$ cat src/shared/lcm_pkg.sv
// Constants, state and mode types of the light curtain muting monitor.
// Assumes a single 100 MHz clock; all supervised times count in ticks.
`default_nettype none
package lcm_pkg;
  // Clock and common time base
  localparam int unsigned LCM_CLK_PERIOD_NS = 10;
  localparam int unsigned LCM_TICK_TIME_MS = 10;
  localparam int unsigned LCM_NS_PER_MS = 1000000;
  localparam int unsigned LCM_TICK_CYCLES =
    (LCM_TICK_TIME_MS * LCM_NS_PER_MS) / LCM_CLK_PERIOD_NS;
  localparam int LCM_TIMER_WIDTH = 16;
  // Positions of the pin inputs in the synchroniser vector
  localparam int LCM_IN_CH1 = 0;
  localparam int LCM_IN_CH2 = 1;
  localparam int LCM_IN_A1 = 2;
  localparam int LCM_IN_A2 = 3;
  localparam int LCM_IN_B1 = 4;
  localparam int LCM_IN_B2 = 5;
  localparam int LCM_IN_OVR = 6;
  localparam int LCM_IN_RST = 7;
  localparam int LCM_IN_EN = 8;
  localparam int LCM_IN_WIDTH = 9;
  // Diagnostic codes
  localparam logic [15:0] LCM_DG_NO_ENABLE = 16'h0000;
  localparam logic [15:0] LCM_DG_WAIT_FIRST = 16'h2001;
  localparam logic [15:0] LCM_DG_WAIT_SECOND = 16'h2002;
  localparam logic [15:0] LCM_DG_WAIT_RST_RISE = 16'h2003;
  localparam logic [15:0] LCM_DG_WAIT_RST_FALL = 16'h2004;
  localparam logic [15:0] LCM_DG_ONE_OPEN = 16'h2005;
  localparam logic [15:0] LCM_DG_STARTUP_TEST = 16'h200E;
  localparam logic [15:0] LCM_DG_CLEAR = 16'h8006;
  localparam logic [15:0] LCM_DG_MUTE_SYNC = 16'h8011;
  localparam logic [15:0] LCM_DG_MUTE_ACTIVE = 16'h8012;
  localparam logic [15:0] LCM_DG_MOVE_CLEAR = 16'h8018;
  localparam logic [15:0] LCM_DG_OVERRIDE = 16'h8020;
  localparam logic [15:0] LCM_ERR_DISCREPANCY = 16'hF001;
  localparam logic [15:0] LCM_ERR_MUTING = 16'hF003;
  localparam logic [15:0] LCM_ERR_SYNC = 16'hF004;
  localparam logic [15:0] LCM_ERR_OVERRIDE = 16'hF005;
  localparam logic [15:0] LCM_ERR_STARTUP = 16'hF00B;
  localparam logic [15:0] LCM_ERR_ONE_CHANNEL = 16'hF00E;
  localparam logic [15:0] LCM_ERR_ORDER = 16'hF019;
  localparam logic [15:0] LCM_ERR_NOT_FREE = 16'hF01A;
  localparam logic [15:0] LCM_ERR_CLEARING = 16'hF01B;
  localparam logic [3:0] LCM_ERR_CLASS = 4'hF;
  // Start modes and sensor arrangements
  typedef enum logic [1:0] {
    LCM_AUTO_START_MODE = 2'h0,
    LCM_MANUAL_START_MODE = 2'h1,
    LCM_CONTROLLED_START_MODE = 2'h2
  } lcm_start_t;
  typedef enum logic [1:0] {
    LCM_TWO_SENSOR_PARALLEL = 2'h0,
    LCM_TWO_SENSOR_SERIAL = 2'h1,
    LCM_FOUR_SENSOR_PARALLEL = 2'h2,
    LCM_FOUR_SENSOR_SEQUENTIAL = 2'h3
  } lcm_sensor_t;
  typedef enum logic [3:0] {
    ST_DISABLED = 4'h0,
    ST_STARTUP_TEST = 4'h1,
    ST_WAIT_FIRST = 4'h2,
    ST_WAIT_SECOND = 4'h3,
    ST_WAIT_RST_RISE = 4'h4,
    ST_WAIT_RST_FALL = 4'h5,
    ST_CLEAR = 4'h6,
    ST_ONE_OPEN = 4'h7,
    ST_MUTE_SYNC = 4'h8,
    ST_MUTE_ACTIVE = 4'h9,
    ST_MOVE_CLEAR = 4'hA,
    ST_OVERRIDE = 4'hB,
    ST_ERROR = 4'hC
  } lcm_state_t;
endpackage
`default_nettype wire

$ cat src/shared/lcm_timer_if.sv
// Control and result of one supervision timer.
// Assumes controller and timer share one clock.
`timescale 1ns/10ps
`default_nettype none
interface lcm_timer_if #(parameter int W = 16);
  logic run;
  logic [W-1:0] limit;
  logic [W-1:0] value;
  logic expired;
  modport ctrl (output run, output limit, input value, input expired);
  modport timer (input run, input limit, output value, output expired);
endinterface
`default_nettype wire

$ cat src/design/lcm_monitor.sv
// Light curtain monitor with muting, override and diagnostic code.
// Assumes sensor pins are asynchronous and configuration ports are static.
`timescale 1ns/10ps
`default_nettype none
module lcm_monitor
  import lcm_pkg::*;
#(
  parameter int unsigned TICK_CYCLES = LCM_TICK_CYCLES,
  parameter int TIMER_WIDTH = LCM_TIMER_WIDTH
) (
  // Clock and reset
  input wire logic REF_CLK,
  input wire logic RESETN,
  // Curtain channels and muting sensors
  input wire logic CURTAIN_CHANNEL_ONE,
  input wire logic CURTAIN_CHANNEL_TWO,
  input wire logic GROUP_A_SENSOR_ONE,
  input wire logic GROUP_A_SENSOR_TWO,
  input wire logic GROUP_B_SENSOR_ONE,
  input wire logic GROUP_B_SENSOR_TWO,
  // Operator inputs
  input wire logic OVERRIDE_REQUEST,
  input wire logic RESET_REQUEST,
  input wire logic BLOCK_ENABLE,
  // Configuration
  input wire lcm_start_t START_MODE,
  input wire logic STARTUP_TEST,
  input wire lcm_sensor_t SENSOR_MODE,
  input wire logic [TIMER_WIDTH-1:0] DISCREPANCY_TIME,
  input wire logic [TIMER_WIDTH-1:0] MUTING_TIME,
  input wire logic [TIMER_WIDTH-1:0] SYNC_TIME,
  input wire logic [TIMER_WIDTH-1:0] OVERRIDE_RELEASE_TIME,
  // Contacts
  output logic SAFETY_ENABLE_OUT,
  output logic MUTING_ACTIVE_OUT,
  output logic ERROR_OUT,
  // Timer values and diagnostics
  output logic [TIMER_WIDTH-1:0] DISCREPANCY_TIMER_VALUE,
  output logic [TIMER_WIDTH-1:0] MUTING_TIMER_VALUE,
  output logic [TIMER_WIDTH-1:0] SYNC_TIMER_VALUE,
  output logic [TIMER_WIDTH-1:0] OVERRIDE_TIMER_VALUE,
  output logic [15:0] DIAGNOSTIC_CODE
);
  localparam int TCW = (TICK_CYCLES > 1) ? $clog2(TICK_CYCLES) : 1;
  localparam logic [TCW-1:0] TICK_LAST = TCW'(TICK_CYCLES - 1);

  if (TICK_CYCLES < 1 || TIMER_WIDTH < 2) begin : g_chk
    $error("Tick length or timer width out of range");
  end

  typedef struct packed {
    logic [LCM_IN_WIDTH-1:0] sync1;
    logic [LCM_IN_WIDTH-1:0] sync2;
    logic [TCW-1:0] tick_cnt;
    logic tick;
    logic rst_prev;
    logic ovr_prev;
    lcm_state_t state;
    logic [15:0] err_code;
    logic qs;
    logic qm;
    logic er;
    logic [15:0] diag;
  } lcm_mon_state_t;

  lcm_mon_state_t cur;
  lcm_mon_state_t nx;

  lcm_timer_if #(.W(TIMER_WIDTH)) disc_if ();
  lcm_timer_if #(.W(TIMER_WIDTH)) mute_if ();
  lcm_timer_if #(.W(TIMER_WIDTH)) sync_if ();
  lcm_timer_if #(.W(TIMER_WIDTH)) ovr_if ();

  logic [LCM_IN_WIDTH-1:0] raw;
  logic [1:0] ch;
  logic [3:0] sens;
  logic en;
  logic rst;
  logic ovr;
  logic mute_ok;
  logic [3:0] start_mask;
  lcm_state_t restart_state;

  assign raw = {BLOCK_ENABLE, RESET_REQUEST, OVERRIDE_REQUEST,
                GROUP_B_SENSOR_TWO, GROUP_B_SENSOR_ONE,
                GROUP_A_SENSOR_TWO, GROUP_A_SENSOR_ONE,
                CURTAIN_CHANNEL_TWO, CURTAIN_CHANNEL_ONE};
  assign ch = {cur.sync2[LCM_IN_CH2], cur.sync2[LCM_IN_CH1]};
  assign sens = {cur.sync2[LCM_IN_B2], cur.sync2[LCM_IN_B1],
                 cur.sync2[LCM_IN_A2], cur.sync2[LCM_IN_A1]};
  assign en = cur.sync2[LCM_IN_EN];
  assign rst = cur.sync2[LCM_IN_RST];
  assign ovr = cur.sync2[LCM_IN_OVR];

  // Group agreement that lets muting begin or hold
  always_comb begin
    if (SENSOR_MODE == LCM_TWO_SENSOR_PARALLEL ||
        SENSOR_MODE == LCM_TWO_SENSOR_SERIAL) begin
      mute_ok = sens[0] & sens[1];
    end else begin
      mute_ok = (sens[0] & sens[1]) | (sens[2] & sens[3]);
    end
  end

  // Sensors allowed to pick up first; two-sensor serial fixes the direction, four-sensor sequential allows A1 or B2
  always_comb begin
    case (SENSOR_MODE)
      LCM_TWO_SENSOR_SERIAL: start_mask = 4'h1;
      LCM_FOUR_SENSOR_SEQUENTIAL: start_mask = 4'h9;
      default: start_mask = 4'hF;
    endcase
  end

  // Automatic start skips the reset handshake
  assign restart_state = (START_MODE == LCM_AUTO_START_MODE) ?
    ST_CLEAR : ST_WAIT_RST_RISE;

  // Timer supervision windows
  assign disc_if.run = (cur.state == ST_WAIT_SECOND) ||
                       (cur.state == ST_ONE_OPEN);
  assign disc_if.limit = DISCREPANCY_TIME;
  assign mute_if.run = (cur.state == ST_MUTE_ACTIVE) ||
                       (cur.state == ST_MOVE_CLEAR);
  assign mute_if.limit = MUTING_TIME;
  assign sync_if.run = (cur.state == ST_MUTE_SYNC) ||
                       (cur.state == ST_MOVE_CLEAR);
  assign sync_if.limit = SYNC_TIME;
  assign ovr_if.run = (cur.state == ST_OVERRIDE);
  assign ovr_if.limit = OVERRIDE_RELEASE_TIME;

  lcm_timer #(.W(TIMER_WIDTH)) u_disc (
    .clk(REF_CLK), .rst_n(RESETN), .tick(cur.tick), .tmr(disc_if));
  lcm_timer #(.W(TIMER_WIDTH)) u_mute (
    .clk(REF_CLK), .rst_n(RESETN), .tick(cur.tick), .tmr(mute_if));
  lcm_timer #(.W(TIMER_WIDTH)) u_sync (
    .clk(REF_CLK), .rst_n(RESETN), .tick(cur.tick), .tmr(sync_if));
  lcm_timer #(.W(TIMER_WIDTH)) u_ovr (
    .clk(REF_CLK), .rst_n(RESETN), .tick(cur.tick), .tmr(ovr_if));

  always_comb begin
    nx = cur;
    nx.sync1 = raw;
    nx.sync2 = cur.sync1;
    nx.rst_prev = rst;
    nx.ovr_prev = ovr;
    // Common tick for all four timers
    if (cur.tick_cnt == TICK_LAST) begin
      nx.tick_cnt = '0;
      nx.tick = 1'b1;
    end else begin
      nx.tick_cnt = cur.tick_cnt + {{(TCW-1){1'b0}}, 1'b1};
      nx.tick = 1'b0;
    end
    if (!en) begin
      nx.state = ST_DISABLED;
      nx.err_code = LCM_DG_NO_ENABLE;
    end else begin
      case (cur.state)
        ST_DISABLED: begin
          if (rst && ch == 2'b11) begin
            nx.state = ST_ERROR;
            nx.err_code = LCM_ERR_STARTUP;
          end else if (STARTUP_TEST) begin
            nx.state = ST_STARTUP_TEST;
          end else begin
            nx.state = ST_WAIT_FIRST;
          end
        end
        ST_STARTUP_TEST: begin
          // The curtain must be seen interrupted before a start
          if (ch == 2'b00) begin
            nx.state = ST_WAIT_FIRST;
          end
        end
        ST_WAIT_FIRST: begin
          if (ch == 2'b11) begin
            nx.state = restart_state;
          end else if (ch != 2'b00) begin
            nx.state = ST_WAIT_SECOND;
          end
        end
        ST_WAIT_SECOND: begin
          if (ch == 2'b11) begin
            nx.state = restart_state;
          end else if (ch == 2'b00) begin
            nx.state = ST_ERROR;
            nx.err_code = LCM_ERR_ONE_CHANNEL;
          end else if (disc_if.expired) begin
            nx.state = ST_ERROR;
            nx.err_code = LCM_ERR_DISCREPANCY;
          end
        end
        ST_WAIT_RST_RISE: begin
          if (ch != 2'b11) begin
            nx.state = ST_WAIT_FIRST;
          end else if (rst && !cur.rst_prev) begin
            nx.state = ST_WAIT_RST_FALL;
          end
        end
        ST_WAIT_RST_FALL: begin
          if (ch != 2'b11) begin
            nx.state = ST_WAIT_FIRST;
          end else if (!rst && cur.rst_prev) begin
            nx.state = ST_CLEAR;
          end
        end
        ST_CLEAR: begin
          if (ch == 2'b00) begin
            nx.state = ST_WAIT_FIRST;
          end else if (ch != 2'b11) begin
            nx.state = ST_ONE_OPEN;
          end else if ((sens & ~start_mask) != 4'h0) begin
            nx.state = ST_ERROR;
            nx.err_code = LCM_ERR_ORDER;
          end else if (sens != 4'h0) begin
            nx.state = ST_MUTE_SYNC;
          end
        end
        ST_ONE_OPEN: begin
          if (ch == 2'b11) begin
            nx.state = ST_ERROR;
            nx.err_code = LCM_ERR_ONE_CHANNEL;
          end else if (ch == 2'b00) begin
            nx.state = ST_WAIT_FIRST;
          end else if (disc_if.expired) begin
            nx.state = ST_ERROR;
            nx.err_code = LCM_ERR_DISCREPANCY;
          end
        end
        ST_MUTE_SYNC: begin
          // Curtain blocked before muting is granted trips normally
          if (ch != 2'b11) begin
            nx.state = ST_WAIT_FIRST;
          end else if (sync_if.expired) begin
            nx.state = ST_ERROR;
            nx.err_code = LCM_ERR_SYNC;
          end else if (mute_ok) begin
            nx.state = ST_MUTE_ACTIVE;
          end else if (sens == 4'h0) begin
            nx.state = ST_CLEAR;
          end
        end
        ST_MUTE_ACTIVE: begin
          if (mute_if.expired) begin
            nx.state = ST_ERROR;
            nx.err_code = LCM_ERR_MUTING;
          end else if (!mute_ok) begin
            nx.state = ST_MOVE_CLEAR;
          end
        end
        ST_MOVE_CLEAR: begin
          if (mute_if.expired) begin
            nx.state = ST_ERROR;
            nx.err_code = LCM_ERR_MUTING;
          end else if (sens == 4'h0) begin
            if (ch == 2'b11) begin
              nx.state = ST_CLEAR;
            end else begin
              nx.state = ST_ERROR;
              nx.err_code = LCM_ERR_NOT_FREE;
            end
          end else if (sync_if.expired) begin
            nx.state = ST_ERROR;
            nx.err_code = LCM_ERR_SYNC;
          end else if (mute_ok) begin
            nx.state = ST_MUTE_ACTIVE;
          end
        end
        ST_OVERRIDE: begin
          if (ovr_if.expired) begin
            nx.state = ST_ERROR;
            nx.err_code = LCM_ERR_OVERRIDE;
          end else if (sens == 4'h0 && ch == 2'b11) begin
            nx.state = restart_state;
          end else if (!ovr) begin
            nx.state = ST_ERROR;
            nx.err_code = LCM_ERR_CLEARING;
          end
        end
        ST_ERROR: begin
          // Only muting faults may be bridged, and only with a time set
          if (ovr && !cur.ovr_prev && OVERRIDE_RELEASE_TIME != '0 &&
              (cur.err_code == LCM_ERR_MUTING ||
               cur.err_code == LCM_ERR_SYNC ||
               cur.err_code == LCM_ERR_ORDER ||
               cur.err_code == LCM_ERR_NOT_FREE)) begin
            nx.state = ST_OVERRIDE;
          end else if (rst && !cur.rst_prev) begin
            nx.state = ST_WAIT_FIRST;
          end
        end
        default: begin
          nx.state = ST_DISABLED;
        end
      endcase
    end
    // Contacts and code follow the next state so they change with it
    nx.qs = 1'b0;
    nx.qm = 1'b0;
    nx.er = 1'b0;
    case (nx.state)
      ST_DISABLED: nx.diag = LCM_DG_NO_ENABLE;
      ST_STARTUP_TEST: nx.diag = LCM_DG_STARTUP_TEST;
      ST_WAIT_FIRST: nx.diag = LCM_DG_WAIT_FIRST;
      ST_WAIT_SECOND: nx.diag = LCM_DG_WAIT_SECOND;
      ST_WAIT_RST_RISE: nx.diag = LCM_DG_WAIT_RST_RISE;
      ST_WAIT_RST_FALL: nx.diag = LCM_DG_WAIT_RST_FALL;
      ST_ONE_OPEN: nx.diag = LCM_DG_ONE_OPEN;
      ST_CLEAR: begin
        nx.diag = LCM_DG_CLEAR;
        nx.qs = 1'b1;
      end
      ST_MUTE_SYNC: begin
        nx.diag = LCM_DG_MUTE_SYNC;
        nx.qs = 1'b1;
      end
      ST_MUTE_ACTIVE: begin
        nx.diag = LCM_DG_MUTE_ACTIVE;
        nx.qs = 1'b1;
        nx.qm = 1'b1;
      end
      ST_MOVE_CLEAR: begin
        nx.diag = LCM_DG_MOVE_CLEAR;
        nx.qs = 1'b1;
        nx.qm = 1'b1;
      end
      ST_OVERRIDE: begin
        nx.diag = LCM_DG_OVERRIDE;
        nx.qs = 1'b1;
        nx.qm = 1'b1;
      end
      ST_ERROR: begin
        nx.diag = nx.err_code;
        nx.er = 1'b1;
      end
      default: nx.diag = LCM_DG_NO_ENABLE;
    endcase
  end

  always_ff @(posedge REF_CLK or negedge RESETN) begin
    if (!RESETN) begin
      cur <= '0;
    end else begin
      cur <= nx;
    end
  end

  assign SAFETY_ENABLE_OUT = cur.qs;
  assign MUTING_ACTIVE_OUT = cur.qm;
  assign ERROR_OUT = cur.er;
  assign DIAGNOSTIC_CODE = cur.diag;
  assign DISCREPANCY_TIMER_VALUE = disc_if.value;
  assign MUTING_TIMER_VALUE = mute_if.value;
  assign SYNC_TIMER_VALUE = sync_if.value;
  assign OVERRIDE_TIMER_VALUE = ovr_if.value;
endmodule
`default_nettype wire

$ cat src/design/lcm_timer.sv
// One supervision timer counting common ticks while run is high.
// Assumes tick is a one-cycle pulse on the same clock.
`timescale 1ns/10ps
`default_nettype none
module lcm_timer #(
  parameter int W = 16
) (
  // Clock and reset
  input wire logic clk,
  input wire logic rst_n,
  // Time base
  input wire logic tick,
  // Control
  lcm_timer_if.timer tmr
);
  typedef struct packed {
    logic [W-1:0] value;
  } lcm_tmr_state_t;

  lcm_tmr_state_t cur;
  lcm_tmr_state_t nx;

  if (W < 2) begin : g_chk
    $error("Timer width too small");
  end

  always_comb begin
    nx = cur;
    if (!tmr.run) begin
      nx.value = '0;
    end else if (tick && (cur.value != {W{1'b1}})) begin
      nx.value = cur.value + {{(W-1){1'b0}}, 1'b1};
    end
  end

  always_ff @(posedge clk or negedge rst_n) begin
    if (!rst_n) begin
      cur <= '0;
    end else begin
      cur <= nx;
    end
  end

  // A limit of zero means the supervision is switched off
  assign tmr.value = cur.value;
  assign tmr.expired = (tmr.limit != '0) && (cur.value >= tmr.limit);
endmodule
`default_nettype wire

$ cat config.mk
export PLATFORM = sky130hd
export DESIGN_NAME = lcm_monitor
export DESIGN_NICKNAME = d
export VERILOG_FILES = /design/src/shared/lcm_pkg.sv /design/src/shared/lcm_timer_if.sv /design/src/design/lcm_monitor.sv /design/src/design/lcm_timer.sv
export SDC_FILE = /design/constraint.sdc
export NUM_CORES = 1
export LEC_CHECK = 0
export ABC_AREA = 1
export BUFFER_PORTS_ARGS = -buffer_cell sky130_fd_sc_hd__buf_2
export CAP_MARGIN = 30
export CORE_UTILIZATION = 40
export DETAILED_ROUTE_END_ITERATION = 16
export SYNTH_ARGS = -nofsm -noshare
export SYNTH_HDL_FRONTEND = slang
export SYNTH_SLANG_ARGS = --single-unit
$ cat constraint.sdc
create_clock -name REF_CLK -period 5.9 [get_ports REF_CLK]
set_clock_uncertainty 0.15 [all_clocks]
set_input_delay 0.59 -clock REF_CLK [delete_from_list [all_inputs] [get_ports REF_CLK]]
set_output_delay 0.59 -clock REF_CLK [all_outputs]
set_load 0.05 [all_outputs]
==> run metrics, run 1 <==
status=finished clean; DRT Pass-1 Iters=5; startpoint type of the worst setup path=flip-flop; register area=around 3600 um^2; Starting DRT DRC Count=about 620; layout cells sized above 1=between 10% and 20%; Wirelength per Cell=around 14 um; placed cell area=approximately 11,000 um^2; Die Ht=between 150 and 200 um; multi-input logic area=roughly 5100 um^2; commonest non-fill, non-tap cells in the layout=265 x nand2_1, 224 x inv_1, 161 x buf_2, 153 x nor2_1, 144 x dfrtp_1; number of diodes=0; final core occ=48.21%; Yosys cell types=48; CTS Sinks=between 100 and 150; hpwl dp=between 15,000 and 20,000 um; Port Buffers=162; Rel. slew slack=43.62%; clk_lat worst skew=430 ps; buffer levels on the longest clock path=2; antenna viol nets, final=0; yosys warns=0; R2R Setup Slk=between 2000 and 3000 ps; Worst-path clk slew=60 ps; vias per cell=between 5 and 6; MaxCap Viol Count=0; fin area=between 10,000 and 15,000 um^2; Power Dens Cells=about 260 nW/um^2; r2r worst-path depth=14; Root Driver=clkbuf_16; FP Rows=between 50 and 60; grt ovf=0; setup ws final=2678 ps; Final Hold Vio Count=0; Worst IR Drop VDD=roughly 0.00021 V; Post-synth ARST share=100.0%; main flop type after synthesis=dfrtp_1; nets=around 1,700; die extent in x=158.6 um; crit path DAT=approximately 3400 ps; first-pass GRT wire length=between 40,000 and 50,000 um; final total power=2.995 mW; routed vias=a little over 9,000; RSZ-0062 raised after global routing=no; Area Growth Syn to Fin=16.75%; Worst setup EP type=flip-flop; Initial Util=about 41%; register bit total from synthesis=~140; Routed Wire Length=roughly 25,000 um; CP Class=reg2reg; Sum Neg Setup Slack=0 ps; area of the core=23,750 um^2; worst hold margin=roughly 70 ps; Worst-Margin Slew=845.6 ps; Max FO, Critical Path=17; # fillers=around 2,400; number of global-route vias before repair=approximately 8,600; hold_buf cts=0; Final setup viols=0; Final period util=54.61%; fin crit period=between 3000 and 4000 ps; sequential share of the synthesized area=36.73%; GRT Resource Usage Total=21.17%; initial antenna violation count=0; CTS buffer count=17; CTS tree=built; Avg Cell Area, Syn=roughly 7.2 um^2; most common cell after layout, fill and taps aside=nand2_1; H-tree depth=4; Synth Cell Area=a little under 10,000 um^2; Cells after Synth=1,355; Inst Count DP=approximately 1,800; top-level I/O count=approximately 160; worst hold path class=in2async; number of synthesized flops with an enable pin=0; CP required=about 6000 ps; Leak=between 6 and 7 nW; max frequency=~0.31 GHz; placer's final routability congestion estimate=~0.94; syn_nets=between 1,500 and 2,000; DRC=0; Final Max Slew Viols=0; Layout Cells excl Fill=roughly 1,800; CTS resizes=0; Post CTS Setup Buffer Count=0; Setup WS pre-CTS=between 2000 and 3000 ps; largest net degree at the start of global routing=between 80 and 90; Die Area=between 20,000 and 30,000 um^2
-- per-layer routing --
metal	vias to the layer above	global-route usage, %	wire length (um)
met5	-	0	0
met4	0	4.212	293
met3	24	3.430	1415
met2	288	34.96	11360
met1	4207	29.20	12090
li1	4727	-	-
-- report_power, final --
group	switching, mW	internal, mW	total (mW)
clock	0.427	0.707	1.13
sequential	0.0697	1.04	1.11
combinational	0.525	0.224	0.748
total	1.02	1.97	2.99
-- registers in the layout, indices dropped and copies added, names as in the netlist --
name	cells
cur	59
u_disc.tmr.value	16
DIAGNOSTIC_CODE	16
u_sync.tmr.value	16
MUTING_ACTIVE_OUT	1
ERROR_OUT	1
u_mute.tmr.value	16
u_ovr.tmr.value	16
SAFETY_ENABLE_OUT	1
ch	2
-- Yosys cell counts, types with 14 or more instances --
library cell | number | area share [%]
nand2_1 | 265 | 10
inv_1 | 224 | 8.6
nor2_1 | 153 | 5.9
dfrtp_1 | 144 | 37
a21oi_1 | 97 | 4.9
o21ai_0 | 76 | 3.9
nand3_1 | 75 | 3.8
ha_1 | 69 | 8.8
nor3_1 | 40 | 2.0
nand4_1 | 34 | 2.2
buf_4 | 18 | 1.4
nor4_1 | 16 | 1.0
inv_2 | 15 | 0.57
a211oi_1 | 14 | 1.1
-- worst paths after layout --
kind | from | end
worst max-delay path | ch[0] | DIAGNOSTIC_CODE[5]
worst min-delay path | RESETN | cur[76]
worst max register to register | ch[0] | DIAGNOSTIC_CODE[5]
worst min register to register | cur[75] | cur[66]
max in group asynchronous | RESETN | ch[1]
min in group REF_CLK | GROUP_B_SENSOR_TWO | cur[76]
-- cell type report --
cell class              count  area share (%)
clock buffers              18           3.747
clock inverters            12           1.628
inverters                 241           7.921
multi-input cells         937           44.49
flip-flops and latches    144           31.47
well taps                 319           3.485
repair buffers            164           7.265
-- worst max-delay path: stages, from the launching register on --
cell      delay, ps
dfrtp_1         380
nand2_1         380
clkinv_1        560
nor2_1          360
inv_1            90
nand2_1          60
inv_1            40
nand3_1         130
nand4_1         110
a21oi_1         130
nand2_1          60
nand2_1         410
nor2_1          110
nand2_1          80
o21ai_1          50
-- kinds of logic after synthesis --
logic type | synth area share, %
xor+xnor | 1.071
flops | 36.73
buf+inv | 11.33
compound gates | 12.77
simple gates | 29.30
fa+ha+maj | 8.801
Power figures use the tool's default switching activity.
==> run 2, diff against run 1 <==
ABC_AREA = 0   (was 1)
clock period = 3 ns   (was 5.9 ns; I/O delays follow)
==> run 2 against run 1 <==
The flow now finishes with violations (setup timing). Flip-flop and latch count stayed put. Cell area is 13% higher. Via count is 3.0% lower. Count of clock-buffer cells in the layout is 1 higher. Hold slack better by 130 ps. Combinational power grew to 3.3 times the previous value. Wire length is 8.1% higher. Critical endpoint unchanged.
==> run metrics, run 2 <==
Worst-Margin Slew=755.2 ps (was 845.6 ps); CTS buffer count=17 (unchanged); number of synthesized flops with an enable pin=0 (unchanged); Largest Register=cur (unchanged); FP Rows=55 (was 56); worst hold path class=reg2reg (was in2async); Synth Area in Simple Gates=23.52% (was 29.30%); number of global-route vias before repair=8,804 (was 8,578); post-synthesis mux area share=0.5513% (was 0%); Die Ht=154.5 um (was 158.6 um); final core occ=57.07% (was 48.21%); placer's final routability congestion estimate=0.9489 (was 0.9440); hpwl dp=21,430 um (was 19,790 um); GRT Resource Usage Total=23.35% (was 21.17%); Final Hold Vio Count=0 (unchanged); Adder-Cell Fraction of Synth Area=9.507% (was 8.801%); commonest non-fill, non-tap cells in the layout=184 x buf_4, 162 x buf_2, 118 x nor2_1, 114 x dfrtp_1, 76 x nand2_1 (was 265 x nand2_1, 224 x inv_1, 161 x buf_2, 153 x nor2_1, 144 x dfrtp_1); Flop pwr share=31.1% (was 37.1%); layout cells sized above 1=35.14% (was 16.49%); post-synth top area share=38.73% (was 36.73%); CP Class=reg2reg (unchanged); Synth Area in XOR/XNOR=6.118% (was 1.071%); Routed Wire Length=27,200 um (was 25,170 um); max frequency=0.2973 GHz (was 0.3104 GHz); top cells by area, synth=dfrtp_1 39%, ha_1 9.3%, nor2_1 4.9% (was dfrtp_1 37%, nand2_1 10%, ha_1 8.8%); routed vias=8,969 (was 9,246); RSZ-0062 raised after global routing=yes (was no); Avg Cell Area, Syn=8.820 um^2 (was 7.239 um^2); Port Buffers=162 (unchanged); DRC=0 (unchanged); status=complete, but fails checks (was finished clean); compound-gate portion of the synthesized area=15.45% (was 12.77%); worst-path cell chain=ha_4 -> a21oi_4 -> nor3_2 -> or4_4 -> o31a_1 -> maj3_2 -> and2_4 -> or3_4 -> buf_6 -> nand2_8 -> nor2b_4 -> a22o_1 (was nand2_1 -> clkinv_1 -> nor2_1 -> inv_1 -> nand2_1 -> inv_1 -> nand3_1 -> nand4_1 -> a21oi_1 -> nand2_1 -> nand2_1 -> nor2_1 -> nand2_1 -> o21ai_1); Worst-path clk slew=60 ps (about the same); H-tree depth=4 (unchanged); max FFs per register=59 (unchanged); first-pass GRT wire length=44,190 um (was 41,790 um); Critical-path top delay cell=or4_4 (was clkinv_1); crit path DAT=3530 ps (was 3380 ps); clock share of power=33.2% (was 37.9%); syn_nets=1,204 (was 1,504); worst hold margin=199.2 ps (was 70.49 ps); startpoint type of the worst setup path=flip-flop (unchanged); CTS Sinks=144 (unchanged); area of the core=22,710 um^2 (was 23,750 um^2); Die Area=23,880 um^2 (was 25,150 um^2); failing checks=setup timing; Rel. slew slack=49.19% (was 43.62%); largest net degree at the start of global routing=78 (was 89); grt ovf=0 (unchanged); Area Growth Syn to Fin=39.29% (was 16.75%); Wirelength per Cell=16.11 um (was 13.71 um); Yosys cell types=74 (was 48); DRT Pass-1 Iters=5 (unchanged); Crit path largest cell delay=530 ps (was 560 ps); top-level I/O count=163 (unchanged); fin crit period=3363 ps (was 3222 ps); Setup WS pre-CTS=-493.1 ps (was 2504 ps); most common cell after layout, fill and taps aside=buf_4 (was nand2_1); Power Dens Cells=532.4 nW/um^2 (was 261.5 nW/um^2); clk_lat worst skew=420 ps (was 430 ps); Worst setup EP type=flip-flop (unchanged); Leak=6.277 nW (was 6.073 nW); Final period util=112.1% (was 54.61%); Internal Power=4.603 mW (was 1.974 mW); Sum Neg Setup Slack=-7729 ps (was 0 ps); top-count cell post-synth=dfrtp_1 (was nand2_1); MaxCap Viol Count=0 (unchanged); CTS tree=built (unchanged); Starting DRT DRC Count=487 (was 615); NetSw=2.297 mW (was 1.021 mW); Comb power frac=35.6% (was 25.0%); antenna viol nets, final=0 (unchanged); setup ws final=-363.3 ps (was 2678 ps); buffer levels on the longest clock path=2 (unchanged); main flop type after synthesis=dfrtp_1 (unchanged); largest family of logic cells by synthesized area=simple AND/OR/NAND/NOR gates (unchanged); Initial Util=40.98% (was 41.30%); Sw Share=33.29% (was 34.09%); Root Driver=clkbuf_16 (unchanged); commonest cells in the synthesized netlist=144 x dfrtp_1, 122 x nor2_1, 79 x nand2_1, 75 x inv_1, 69 x ha_1 (was 265 x nand2_1, 224 x inv_1, 153 x nor2_1, 144 x dfrtp_1, 97 x a21oi_1); cell taking the most area after synthesis=dfrtp_1 (unchanged); Final Max Slew Viols=0 (unchanged); vias per cell=5.313 (was 5.039); initial antenna violation count=0 (unchanged); number of diodes=0 (unchanged); Cells after Synth=1,055 (was 1,355); CP required=3160 ps (was 6060 ps); Max FO, Critical Path=7 (was 17); die extent in x=154.5 um (was 158.6 um); # fillers=2,047 (was 2,379); nets=1,539 (was 1,654); Synth Cell Area=9305 um^2 (was 9809 um^2); sequential share of the synthesized area=38.73% (was 36.73%); Post-synth ARST share=100.0% (unchanged); yosys warns=0 (unchanged); register bit total from synthesis=144 (unchanged); Worst IR Drop VDD=0.0004106 V (was 0.0002138 V); Final setup viols=36 (was 0)
run 2: cell types whose count changed after synthesis, sizes merged, moves of 15 or more:
cell	change
a21oi	-38
xnor2	+22
xor2	+31
o21ai	-32
nor3	-30
nand3	-41
clkbuf	+18
inv	-165
nor2	-44
and3	+15
nand2	-192
and2	+22
or3	+16
run 2: kinds of logic after synthesis:
logic type	count (synthesis)
simple gates	424
buf+inv	127
flops	144
compound gates	219
mux	5
fa+ha+maj	71
xor+xnor	65
run 2: worst paths after layout:
check | from | cells past startpoint | slack (ps) | end
min reg2reg | cur[71] | 0 | 200 | ch[0]
max in group asynchronous | RESETN | 3 | 1610 | u_disc.tmr.value[9]
min | cur[71] | 0 | 200 | ch[0]
max | u_disc.tmr.value[9] | 12 | -360 | DIAGNOSTIC_CODE[5]
min in group asynchronous | RESETN | 2 | 310 | u_sync.tmr.value[8]
max reg2reg | u_disc.tmr.value[9] | 12 | -360 | DIAGNOSTIC_CODE[5]
run 2: critical path, delay by kind of cell (launching register included):
family / cells / cell delay [ps]
simple gates: 6 / 1230
fa+ha+maj: 2 / 630
buf+inv: 1 / 150
flops: 1 / 420
compound gates: 3 / 670
run 2: area by class of cell:
class	count	area, um^2	area share [%]
inverter	75	281.5	2.172
clock inverter	13	182.7	1.409
timing repair buffer	368	2445	18.86
multi-input combinational	784	5602	43.22
clock buffer	19	452.9	3.495
tap	285	356.6	2.751
sequential	144	3641	28.09
run 2: metal layers:
metal	vias to the layer above	part of all wire [%]	GRT usage [%]
met5	-	0	0
met4	0	1.6	6.789
met2	261	46	37.92
li1	4433	-	-
met3	28	4.9	3.979
met1	4247	47	31.97
run 2: timing repair:
action	in CTS	in global routing
endpoints found under the hold margin	83	0
setup buffers	5	4
gates cloned	1	0
gates resized for setup	27	48
endpoints found under the setup margin	38	39
pin swaps	16	23
hold buffers	10	0
run 2: power groups by stage:
stage / combinational [mW] / clock, mW / sequential, mW
3_5_place_dp: 2.18 / 0 / 2.18
2_1_floorplan: 1.28 / 0 / 2.15
5_1_grt: 2.65 / 2.43 / 2.16
6_report: 2.46 / 2.29 / 2.15
3_3_place_gp: 2.18 / 0 / 2.18
4_1_cts: 2.27 / 2.33 / 2.15
run 2: metrics by stage:
stage	instance area (um^2)	power, mW	std cells
2_1_floorplan	9483	3.430	1055
3_3_place_gp	11780	4.361	1636
3_5_place_dp	11780	4.359	1636
4_1_cts	12720	6.755	1684
5_1_grt	12960	7.239	1688
6_report	12960	6.900	1688
==> run 3, diff against run 2 <==
CELL_PAD_IN_SITES_DETAIL_PLACEMENT = 0   (was not set)
CELL_PAD_IN_SITES_GLOBAL_PLACEMENT = 1   (was not set)
PLACE_DENSITY_LB_ADDON = 0.1   (was not set)
==> run 3 against run 2 <==
The run still ends with setup timing left. Hold slack is essentially flat. Critical path type unchanged. Clock power shrank 2%. Global-route usage grew 0.89 points. Register-to-register slack lost 30 ps.
==> run metrics, run 3 (same netlist as run 2, synthesis figures left out) <==
Routed Wire Length=28,280 um (was 27,200 um); GRT Resource Usage Total=24.25% (was 23.35%); clk_lat worst skew=430 ps (was 420 ps); setup ws final=-389.0 ps (was -363.3 ps); initial antenna violation count=0 (unchanged); Starting DRT DRC Count=618 (was 487); RSZ-0062 raised after global routing=yes (unchanged); Initial Util=40.98% (unchanged); top-level I/O count=163 (unchanged); Final period util=113.0% (was 112.1%); largest net degree at the start of global routing=68 (was 78); Power Dens Cells=526.6 nW/um^2 (was 532.4 nW/um^2); fin area=13,060 um^2 (was 12,960 um^2); CTS buffer count=17 (unchanged); buffer levels on the longest clock path=2 (unchanged); placed cell area=11,930 um^2 (was 11,780 um^2); CTS tree=built (unchanged); Leak=6.371 nW (was 6.277 nW); CP startpoint=u_disc.tmr.value[9] (unchanged); Sum Neg Setup Slack=-7945 ps (was -7729 ps); max frequency=0.2951 GHz (was 0.2973 GHz); Die Ht=154.5 um (unchanged); worst hold margin=198.8 ps (was 199.2 ps); Wirelength per Cell=16.55 um (was 16.11 um); number of global-route vias before repair=8,859 (was 8,804); die extent in x=154.5 um (unchanged); Worst setup EP type=flip-flop (unchanged); Die Area=23,880 um^2 (unchanged); nets=1,560 (was 1,539); grt ovf=0 (unchanged); Max FO, Critical Path=7 (unchanged); final core occ=57.52% (was 57.07%); Final Max Slew Viols=0 (unchanged); Worst-Margin Slew=650.4 ps (was 755.2 ps); R2R Setup Slk=-390 ps (was -360 ps); vias per cell=5.321 (was 5.313); startpoint type of the worst setup path=flip-flop (unchanged); Worst-path clk slew=60 ps (about the same); area of the core=22,710 um^2 (unchanged); CP Class=reg2reg (unchanged); Port Buffers=162 (unchanged); final total power=6.879 mW (was 6.900 mW); crit path DAT=3550 ps (was 3530 ps); DRC=0 (unchanged); Layout Cells excl Fill=1,709 (was 1,688); commonest non-fill, non-tap cells in the layout=204 x buf_4, 162 x buf_2, 118 x nor2_1, 114 x dfrtp_1, 74 x nand2_1 (was 184 x buf_4, 162 x buf_2, 118 x nor2_1, 114 x dfrtp_1, 76 x nand2_1); failing checks=setup timing (unchanged); Root Driver=clkbuf_16 (unchanged); worst hold path class=reg2reg (unchanged); worst hold start=cur[76] (was cur[71]); Setup WS pre-CTS=-514.2 ps (was -493.1 ps); CP required=3160 ps (about the same); MaxCap Viol Count=0 (unchanged); routed vias=9,094 (was 8,969); Inst Count DP=1,655 (was 1,636); Final Hold Vio Count=0 (unchanged); fin crit period=3389 ps (was 3363 ps); Worst R2R Start=u_disc.tmr.value[9] (unchanged); Final setup viols=34 (was 36); Rel. slew slack=56.55% (was 49.19%); hpwl dp=22,090 um (was 21,430 um); Area Growth Syn to Fin=40.38% (was 39.29%); DRT Pass-1 Iters=6 (was 5); antenna viol nets, final=0 (unchanged); status=complete, but fails checks (unchanged); layout cells sized above 1=35.81% (was 35.14%); number of diodes=0 (unchanged); Worst IR Drop VDD=0.0003543 V (was 0.0004106 V); max FFs per register=59 (unchanged); placer's final routability congestion estimate=0.9288 (was 0.9489); first-pass GRT wire length=45,390 um (was 44,190 um); most common cell after layout, fill and taps aside=buf_4 (unchanged); FP Rows=55 (unchanged); H-tree depth=4 (unchanged); CTS Sinks=144 (unchanged); Largest Register=cur (unchanged)
-- run 3: cell types whose count changed in the layout (fill, tap and decap cells not counted), moves of 3 or more --
| cell | before | now |
|---|---|---|
| buf_4 | 184 | 204 |
| a211oi_2 | 1 | 4 |
| clkinv_2 | 4 | 0 |
| ha_4 | 11 | 8 |
| a211oi_1 | 13 | 10 |
| ha_1 | 58 | 61 |
-- run 3: final timing paths --
| check | endpoint | cells past startpoint |
|---|---|---|
| worst min register to register | cur[67] | 0 |
| min in group asynchronous | u_sync.tmr.value[0] | 2 |
| worst max register to register | DIAGNOSTIC_CODE[5] | 12 |
| worst min-delay path | cur[67] | 0 |
| max in group asynchronous | DIAGNOSTIC_CODE[0] | 3 |
| worst max-delay path | DIAGNOSTIC_CODE[5] | 12 |
-- run 3: cell type report --
| cell class | count | area, um^2 |
|---|---|---|
| clock buffers | 19 | 442.9 |
| repair buffers | 389 | 2606 |
| fillers | 2067 | 9647 |
| clock inverters | 13 | 176.4 |
| multi-input cells | 784 | 5558 |
| well taps | 285 | 356.6 |
| inverters | 75 | 281.5 |
| flip-flops and latches | 144 | 3641 |
-- run 3: where the power goes --
group          internal (mW)  total (mW)  switching, mW
clock                   1.35        2.25          0.903
combinational           1.11        2.48           1.37
sequential              2.04        2.15          0.108
-- run 3: critical path, stage by stage (launching register included) --
cell	delay [ps]
dfrtp_2	420
ha_4	260
a21oi_4	120
nor3_2	50
or4_4	530
o31a_1	360
maj3_2	360
and2_4	180
or3_4	360
buf_6	150
nand2_8	80
nor2b_4	50
a22o_1	210
-- run 3: routing by layer --
layer	global-route usage, %	wire (um)
met4	6.506	466
met1	33.86	13420
met2	38.70	12870
met5	0	0
met3	4.259	1528
-- run 3: repair_timing --
action	CTS	global route
hold buffers	10	0
cloned	1	0
setup endpoints to repair	37	37
gates resized for setup	44	26
pin swaps	20	19
setup buffers	8	6
endpoints found under the hold margin	66	0
